--- config.mk ---
export PLATFORM = sky130hd
export DESIGN_NAME = ftc_reg_bank
export DESIGN_NICKNAME = d
export VERILOG_FILES = /design/src/shared/ftc_pkg.sv /design/src/rtl/ftc_reg_bank.sv
export SDC_FILE = /design/constraint.sdc
export NUM_CORES = 1
export LEC_CHECK = 0
export ABC_AREA = 1
export BUFFER_PORTS_ARGS = -buffer_cell sky130_fd_sc_hd__clkbuf_2
export CAP_MARGIN = 20
export CORE_ASPECT_RATIO = 0.75
export CORE_MARGIN = 2
export CORE_UTILIZATION = 35
export DETAILED_ROUTE_END_ITERATION = 8
export SKIP_LAST_GASP = 1
export SLEW_MARGIN = 20
export SYNTH_ARGS = -nofsm -noshare
export SYNTH_HDL_FRONTEND = slang
export SYNTH_SLANG_ARGS = --single-unit
--- constraint.sdc ---
create_clock -name pclk -period 1.8 [get_ports pclk]
set_input_delay 0.09 -clock pclk [delete_from_list [all_inputs] [get_ports pclk]]
set_output_delay 0.09 -clock pclk [all_outputs]
set_load 0.05 [all_outputs]
--- src/shared/ftc_pkg.sv ---
// Package of constants and types for the transaction configuration register bank
package ftc_pkg;

    // Register byte addresses
    localparam logic [7:0] FTC_OFS_NONVOL = 8'h00;
    localparam logic [7:0] FTC_OFS_VOL    = 8'h04;
    localparam logic [7:0] FTC_OFS_CTRL   = 8'h08;
    localparam logic [7:0] FTC_OFS_STATUS = 8'h0c;

    // Factory defaults
    localparam logic [7:0] FTC_NONVOL_RST = 8'h00;
    localparam logic [7:0] FTC_VOL_RST    = 8'h00;
    localparam logic [1:0] FTC_CTRL_RST   = 2'h0;

    // Field positions of the configuration byte
    localparam int FTC_LAT_LSB    = 6;
    localparam int FTC_BLANK_BIT  = 5;
    localparam int FTC_BUF_BIT    = 4;
    localparam int FTC_HYBRID_BIT = 3;

    // Control register bits
    localparam int FTC_CTRL_RELOAD = 0;
    localparam int FTC_CTRL_TOPSEL = 1;

    // Program buffer index masks: 256 and 512 bytes
    localparam logic [8:0] FTC_BUF256_MASK = 9'h0ff;
    localparam logic [8:0] FTC_BUF512_MASK = 9'h1ff;

    // Array address width and small-sector block span (32 x 4KB)
    localparam int          FTC_ADDR_W      = 26;
    localparam int          FTC_SMALL_HI_W  = 9;
    localparam logic [8:0]  FTC_SMALL_TOP   = 9'h1ff;
    localparam logic [8:0]  FTC_SMALL_BOT   = 9'h000;

    typedef struct packed {
        logic [1:0] reg_read_latency_sel;
        logic       erase_blank_check_en;
        logic       program_buffer_size_sel;
        logic       sector_map_hybrid_sel;
        logic       opcode30_function_sel;
        logic       reserved_bit;
        logic       legacy_reset_sel;
    } ftc_cfg_s;

    typedef struct packed {
        logic       start;
        logic       abort;
        logic       ignored;
    } ftc_erase_s;

    typedef enum logic {FTC_LAT_IDLE, FTC_LAT_COUNT} ftc_lat_e;

endpackage

--- src/rtl/ftc_reg_bank.sv ---
// Transaction configuration register bank with APB slave and erase/program/map helpers
`timescale 1ns/100ps
`default_nettype none
module ftc_reg_bank
    import ftc_pkg::*;
(
    input  wire logic                  pclk,              // APB clock, 50 MHz
    input  wire logic                  presetn,           // Async reset, active low
    input  wire logic                  psel,              // APB select
    input  wire logic                  penable,           // APB enable
    input  wire logic                  pwrite,            // APB direction
    input  wire logic [7:0]            paddr,             // APB byte address
    input  wire logic [31:0]           pwdata,            // APB write data
    output logic      [31:0]           prdata,            // APB read data
    output logic                       pready,            // APB ready
    output logic                       pslverr,           // APB error, unmapped address
    input  wire logic                  sclk,              // Serial link clock pin
    input  wire logic                  rd_lat_start,      // Register read enters latency phase
    output logic                       rd_lat_done,       // Dummy cycles complete, pulse
    input  wire logic                  erase_req,         // Erase transaction request, pulse
    input  wire logic                  erase_small,       // Request is small-sector erase 20h
    input  wire logic                  sector_blank,      // Target sector evaluated blank
    output ftc_erase_s                 erase_out,         // Erase start/abort/ignored pulses
    input  wire logic                  prog_start,        // Page program begins, pulse
    input  wire logic [8:0]            prog_col,          // Start column of page program
    input  wire logic                  prog_byte,         // One data byte accepted, pulse
    output logic      [8:0]            buf_index,         // Buffer slot of next byte
    input  wire logic [FTC_ADDR_W-1:0] array_addr,        // Array address under decode
    output logic                       small_sector_hit,  // Address lies in small-sector block
    output ftc_cfg_s                   cfg                // Live configuration (volatile copy)
);

    // Register file and APB state
    logic [7:0]  nonvol_r, nonvol_nxt;
    ftc_cfg_s    vol_r, vol_nxt;
    logic        topsel_r, topsel_nxt;
    logic        load_r, load_nxt;
    logic [31:0] prdata_r, prdata_nxt;
    logic        pready_r, pready_nxt;
    logic        pslverr_r, pslverr_nxt;

    // Engine state
    logic        sclk_meta_r, sclk_sync_r, sclk_prev_r;
    ftc_lat_e    lat_st_r, lat_st_nxt;
    logic [1:0]  lat_cnt_r, lat_cnt_nxt;
    logic        lat_done_r, lat_done_nxt;
    ftc_erase_s  erase_r, erase_nxt;
    logic [8:0]  idx_r, idx_nxt;
    logic        hit_r, hit_nxt;

    logic        acc, wr, mapped;
    logic [8:0]  buf_mask;
    logic        sclk_rise;

    assign acc       = psel & penable & pready_r;
    assign wr        = acc & pwrite;
    assign sclk_rise = sclk_sync_r & ~sclk_prev_r;
    assign buf_mask  = vol_r.program_buffer_size_sel ? FTC_BUF512_MASK : FTC_BUF256_MASK;

    // Registers and bus slave; one wait state on every access
    always_comb begin
        nonvol_nxt  = nonvol_r;
        vol_nxt     = vol_r;
        topsel_nxt  = topsel_r;
        load_nxt    = 1'b0;
        prdata_nxt  = prdata_r;
        pslverr_nxt = 1'b0;
        pready_nxt  = psel & penable & ~pready_r;
        mapped      = (paddr == FTC_OFS_NONVOL) || (paddr == FTC_OFS_VOL) ||
                      (paddr == FTC_OFS_CTRL) || (paddr == FTC_OFS_STATUS);
        if (psel && penable && !pready_r) begin
            pslverr_nxt = ~mapped;
            unique case (paddr)
                FTC_OFS_NONVOL: prdata_nxt = {24'h000000, nonvol_r};
                FTC_OFS_VOL:    prdata_nxt = {24'h000000, vol_r};
                FTC_OFS_CTRL:   prdata_nxt = {30'h00000000, topsel_r, 1'b0};
                FTC_OFS_STATUS: prdata_nxt = {20'h00000, lat_cnt_r, lat_st_r == FTC_LAT_COUNT, idx_r};
                default:        prdata_nxt = 32'h00000000;
            endcase
        end
        if (wr) begin
            unique case (paddr)
                FTC_OFS_NONVOL: nonvol_nxt = pwdata[7:0];
                FTC_OFS_VOL: begin
                    // Sector map is read-only in the volatile copy
                    vol_nxt = ftc_cfg_s'(pwdata[7:0]);
                    vol_nxt.sector_map_hybrid_sel = vol_r.sector_map_hybrid_sel;
                end
                FTC_OFS_CTRL: begin
                    topsel_nxt = pwdata[FTC_CTRL_TOPSEL];
                    load_nxt   = pwdata[FTC_CTRL_RELOAD];
                end
                default: ;
            endcase
        end
        // Copy taken one edge after reset release or on reload request
        if (load_r) begin
            vol_nxt = ftc_cfg_s'(nonvol_r);
        end
    end

    always_ff @(posedge pclk or negedge presetn) begin
        if (!presetn) begin
            nonvol_r  <= FTC_NONVOL_RST;
            vol_r     <= ftc_cfg_s'(FTC_VOL_RST);
            topsel_r  <= FTC_CTRL_RST[FTC_CTRL_TOPSEL];
            load_r    <= 1'b1;
            prdata_r  <= 32'h00000000;
            pready_r  <= 1'b0;
            pslverr_r <= 1'b0;
        end else begin
            nonvol_r  <= nonvol_nxt;
            vol_r     <= vol_nxt;
            topsel_r  <= topsel_nxt;
            load_r    <= load_nxt;
            prdata_r  <= prdata_nxt;
            pready_r  <= pready_nxt;
            pslverr_r <= pslverr_nxt;
        end
    end

    // Latency, erase, program wrap and address map
    always_comb begin
        lat_st_nxt   = lat_st_r;
        lat_cnt_nxt  = lat_cnt_r;
        lat_done_nxt = 1'b0;
        unique case (lat_st_r)
            FTC_LAT_IDLE: begin
                if (rd_lat_start) begin
                    if (vol_r.reg_read_latency_sel == 2'h0) begin
                        lat_done_nxt = 1'b1;
                    end else begin
                        lat_cnt_nxt = vol_r.reg_read_latency_sel;
                        lat_st_nxt  = FTC_LAT_COUNT;
                    end
                end
            end
            FTC_LAT_COUNT: begin
                if (sclk_rise) begin
                    lat_cnt_nxt = lat_cnt_r - 2'h1;
                    if (lat_cnt_r == 2'h1) begin
                        lat_done_nxt = 1'b1;
                        lat_st_nxt   = FTC_LAT_IDLE;
                    end
                end
            end
        endcase

        erase_nxt = '0;
        if (erase_req) begin
            if (erase_small && !vol_r.sector_map_hybrid_sel) begin
                erase_nxt.ignored = 1'b1;
            end else if (vol_r.erase_blank_check_en && sector_blank) begin
                erase_nxt.abort = 1'b1;
            end else begin
                erase_nxt.start = 1'b1;
            end
        end

        // Masking keeps the index inside the selected buffer
        // Shrinking the buffer folds a stale index back inside it
        idx_nxt = idx_r & buf_mask;
        if (prog_start) begin
            idx_nxt = prog_col & buf_mask;
        end else if (prog_byte) begin
            idx_nxt = 9'((idx_r + 9'h001) & buf_mask);
        end

        // Small block only exists in the hybrid map
        hit_nxt = vol_r.sector_map_hybrid_sel &&
                  (array_addr[FTC_ADDR_W-1 -: FTC_SMALL_HI_W] == (topsel_r ? FTC_SMALL_TOP : FTC_SMALL_BOT));
    end

    always_ff @(posedge pclk or negedge presetn) begin
        if (!presetn) begin
            sclk_meta_r <= 1'b0;
            sclk_sync_r <= 1'b0;
            sclk_prev_r <= 1'b0;
            lat_st_r    <= FTC_LAT_IDLE;
            lat_cnt_r   <= 2'h0;
            lat_done_r  <= 1'b0;
            erase_r     <= '0;
            idx_r       <= 9'h000;
            hit_r       <= 1'b0;
        end else begin
            sclk_meta_r <= sclk;
            sclk_sync_r <= sclk_meta_r;
            sclk_prev_r <= sclk_sync_r;
            lat_st_r    <= lat_st_nxt;
            lat_cnt_r   <= lat_cnt_nxt;
            lat_done_r  <= lat_done_nxt;
            erase_r     <= erase_nxt;
            idx_r       <= idx_nxt;
            hit_r       <= hit_nxt;
        end
    end

    assign prdata           = prdata_r;
    assign pready           = pready_r;
    assign pslverr          = pslverr_r;
    assign rd_lat_done      = lat_done_r;
    assign erase_out        = erase_r;
    assign buf_index        = idx_r;
    assign small_sector_hit = hit_r;
    assign cfg              = vol_r;
endmodule
`default_nettype wire

# Word-level counts from Yosys, hierarchy flattened
# Index checks and enable logic that the tools add are counted.
# word_totals
ff_bits,72
output_inout_bits,56
wordCells,94
# op_classes
n_addsub,2
eq_ne,8
mux,30
n_bitwise,12
reduce_logical,18
# op_table
operator,count
$pmux 12 s4,1
$mux 9,4
$and 9x9->9,3
$mux 8,3
$eq 8x4->1 const B,2
$mux 1,14
$add 9x1->9 const B,1
$eq 9x9->1,1
$eq 8x3->1 const B,1
$logic_not 8->1,1
$mux 2,4
$reduce_and 2->1,3
$and 1x1->1,5
$logic_and 1x1->1,5
$ne 2x2->1 const B,2
$not 1->1,4
$pmux 1 s2,2
$pmux 2 s2,1
$reduce_bool 2->1,2
$logic_or 1x1->1,3
$mux 3,1
$reduce_and 3->1,1
$eq 2x1->1 const B,1
$logic_not 1->1,2
3 further kinds,3

# Logic depth before layout (Yosys ltp)
# logic_depth
word_depth,6
ltp_mapped,10

# Least setup slack after synthesis
# No wires, ideal clock.
# synth_timing
path_kind,reg-to-reg
start,register idx_r[0] (netlist: buf_index[0])
end,register idx_r[8] (netlist: buf_index[8])
setup_time_ps,113
t_arrival_ps,1564
slack_ps,123
path_stages_with_launch,11
path_cell_list,dfrtp_1 -> ha_1 -> nand2_1 -> inv_1 -> nand2_1 -> nor2_1 -> nand2_1 -> nand2_1 -> nand3_1 -> nand2_1 -> inv_1
# synth_via
elab_chain_cells,4
# synth_rtl
element,line_no,text
from (decl),ftc_reg_bank.sv:48,"logic [8:0] idx_r, idx_nxt;"
from (signal assigned),ftc_reg_bank.sv:193,idx_r <= idx_nxt;
$add 9x1->9,ftc_reg_bank.sv:166,idx_nxt = 9'((idx_r + 9'h001) & buf_mask);
$and 9x9->9,ftc_reg_bank.sv:166,
$mux 9,ftc_reg_bank.sv:165,end else if (prog_byte) begin
$mux 9,ftc_reg_bank.sv:163,if (prog_start) begin
net idx_nxt[8],ftc_reg_bank.sv:48,
# The timed path passes the listed nets, and every way through them passes these cells.
# A chain may end at the register's enable or synchronous reset.

# Worst setup path after layout
# Same ends and word-level chain as after synthesis.

==> summary.md <==
| Metric | Value |
|---|---|
| N_diodes | 0 |
| Worst Tran Pin Value | 0.556 ns |
| Ys Warns | 0 |
| Critical path class | flop to flop |
| Worst-skew pair later-pin latency | 0.31 ns |
| Core area | 7850 um^2 |
| ANT nets after route | 0 |
| Post-DP HPWL | 5.05 mm |
| Synth area leaders | dfrtp_1 46%, nand2_1 13%, nand3_1 5.9% |
| Critical Path RT | 2.01 ns |
| # rows | 28 |
| CTS tree | built |
| Starting DRC count in detailed routing | 63 |
| Count of cell types in the netlist | 36 |
| Pwr Density | 805 nW/um^2 |
| Avg Cell Area, Syn | 8.20 um^2 |
| Peak supply drop | 378 uV |
| Maximum root-to-sink buffer count | 2 |
| Tot GR Track Use | 15.6% |
| Vias per cell | 4.51 |
| Largest net degree at the start of global routing | 34 |
| Initial antenna violation count | 0 |
| PortBufs | 81 |
| Worst Setup Slack, final | 0.284 ns |
| Buf+Inv Stages, Crit Path | 2 |
| Fill cell count | 827 |
| HP Class | input port to flop |
| Final Cycle Share | 84.2% |
| Max Cap Violations | 0 |
| Max incr delay on CP | 0.46 ns |
| CP top delay family | simple AND/OR/NAND/NOR gates |
| Achievable Freq | 660 MHz |
| Area growth syn-to-layout | 22.1% |
| Root buffer cell | clkbuf_8 |
| Clock skew | 0.00842 ns |
| Sequential area share after synthesis | 46.5% |
| Synth top area share | 45.5% |
| IO Pins | 143 |
| GPL Wtd Cong | 0.793 |
| Die area | 8750 um^2 |
| Post-cts resize count | 0 |
| Commonest non-fill, non-tap cell in the layout | nand2_1 |
| LEAKAGE | 1.86 nW |
| Synth Instances | 342 |
| Die width | 107 um |
| Router iterations before antenna repair | 4 |
| RSZ-0062 raised after global routing | no |
| Vias in the first global route | 2130 |
| Drt drc | 0 |
| Post-CTS Hold Buffers | 6 |
| Drt wl/cell | 12.4 um |
| Die Y-Extent | 81.5 um |
| Routed vias | 2422 |
| Cells along the critical path | ha_1 > nand2_1 > inv_1 > nand2_1 > nor2_1 > nand2_1 > nand2_1 > nand3_1 > nand2_1 > inv_1 |
| Post-CTS setup buffer count | 0 |
| Final Max Tran Viols | 0 |
| Synth area leader | dfrtp_1 |
| CP endpoint kind | flop |
| CTS sink count | 52 |
| Worst path slowest cell | dfrtp_1 |
| H-tree levels | 2 |
| Status | completed |
| Mapped Area | 2800 um^2 |
| Setup TNS | 0 ns |
| First-pass GRT wire length | 10.4 mm |
| Cts bufs inserted | 5 |
| Layout cells sized above 1 | 28.5% |
| Critical Path AT | 1.72 ns |
| Starting Density | 35.7% |
| Final hold vios | 0 |
| Flops & latches, synth | 52 |
| Headroom to the max-slew limit | 62.8% |
| Layout net count | 520 |
| Most frequent cells in the layout | 96 x nand2_1, 81 x clkbuf_2, 51 x dfrtp_1 |
| CP Launch Type | flop |
| Gr ovfl total | 0 |
| Max Fanout on Critical Path | 6 |
| Top cell by count, worst path | nand2_1 |
| Routed WL | 6.68 mm |
| DP Worst Slack | 0.331 ns |
| Final Critical Period | 1.52 ns |
| Setup Viol. Count Final | 0 |
| R2r setup slk | 0.28 ns |
| Worst-path clk slew | 0.09 ns |
==> final timing paths <==
path | to | startpoint | cells past startpoint
max | buf_index[8] | buf_index[0] | 10
min | buf_index[1] | prog_col[1] | 3
max reg2reg | buf_index[8] | buf_index[0] | 10
min reg2reg | sclk_sync_r | sclk_meta_r | 0
max in group asynchronous | cfg[4] | presetn | 3
min in group asynchronous | nonvol_r[5] | presetn | 2
==> per-layer routing <==
layer  wire length [um]  GRT usage [%]  share of wire, %  up-vias
li1                   -              -                 -     1234
met1               3390           23.3                51     1115
met2               2850           22.3                43       66
met3                366           3.41               5.5        7
met4                 76           5.38               1.1        0
met5                  0              0                 0        -
==> power by group <==
part | leakage, nW | internal, mW | switching [mW] | total, mW
combinational | 1.13 | 0.160 | 0.436 | 0.596
sequential | 0.672 | 1.24 | 0.0636 | 1.30
clock | 0.0614 | 0.455 | 0.401 | 0.856
total | 1.86 | 1.85 | 0.901 | 2.75
==> cells by family (layout without fill, tap and decap cells) <==
| kind of cell | count (synthesis) | after routing | share of synthesized area [%] |
|---|---|---|---|
| other | 1 | 20 | 0.134 |
| AO/OA/AOI/OAI | 46 | 46 | 10.7 |
| buffers and inverters | 60 | 131 | 11.6 |
| adder cells (fa/ha/maj) | 2 | 2 | 0.892 |
| AND/OR/NAND/NOR | 177 | 177 | 29.0 |
| flip-flops | 52 | 52 | 46.5 |
| XOR/XNOR | 4 | 4 | 1.25 |
==> worst register-to-register path, cell delays in order (launching register included) <==
cell and delay [ns]:
dfrtp_1 0.46, ha_1 0.20, nand2_1 0.07, inv_1 0.08
nand2_1 0.05, nor2_1 0.23, nand2_1 0.09, nand2_1 0.07
nand3_1 0.06, nand2_1 0.06, inv_1 0.04
==> metrics by stage <==
step | hold slack, ns | total power, mW | std cells | cell area, um^2 | utilization (%)
6_report | 0.0108 | 2.75 | 537 | 3420 | 43.6
2_1_floorplan | -0.206 | 1.77 | 361 | 2880 | -
5_1_grt | 0.0166 | 2.89 | 537 | 3420 | 43.6
3_3_place_gp | 0.101 | 1.90 | 523 | 3240 | 41.3
4_1_cts | 0.00150 | 2.79 | 537 | 3420 | 43.6
3_5_place_dp | 0.105 | 1.91 | 523 | 3240 | 41.3
==> Yosys cell counts (all sizes together) <==
cell / instances
a21oi: 6
a22oi: 3
buf: 25
clkbuf: 1
clkinv: 2
conb: 1
dfrtp: 51
dfstp: 1
ha: 2
inv: 32
nand2: 107
nand3: 35
nand4: 1
nor2: 31
nor3: 2
nor4: 1
o211ai: 4
o21ai: 27
o22ai: 1
o31ai: 5
xnor2: 1
xor2: 3
==> area by class of cell <==
cell class	instances	area, um^2	area share, %
tap	105	131	3.84
timing repair buffer	89	493	14.4
clock buffer	6	82.6	2.41
inverter	34	129	3.76
sequential	52	1300	38.0
multi-input combinational	249	1250	36.4
clock inverter	2	38.8	1.13
==> flip-flops by register name (all words and copies together), names as in the netlist, 2 cells and up <==
name       count
prdata        12
buf_index      9
cfg            8
nonvol_r       8
erase_out      3
lat_cnt_r      2
Power figures use the tool's default switching activity.
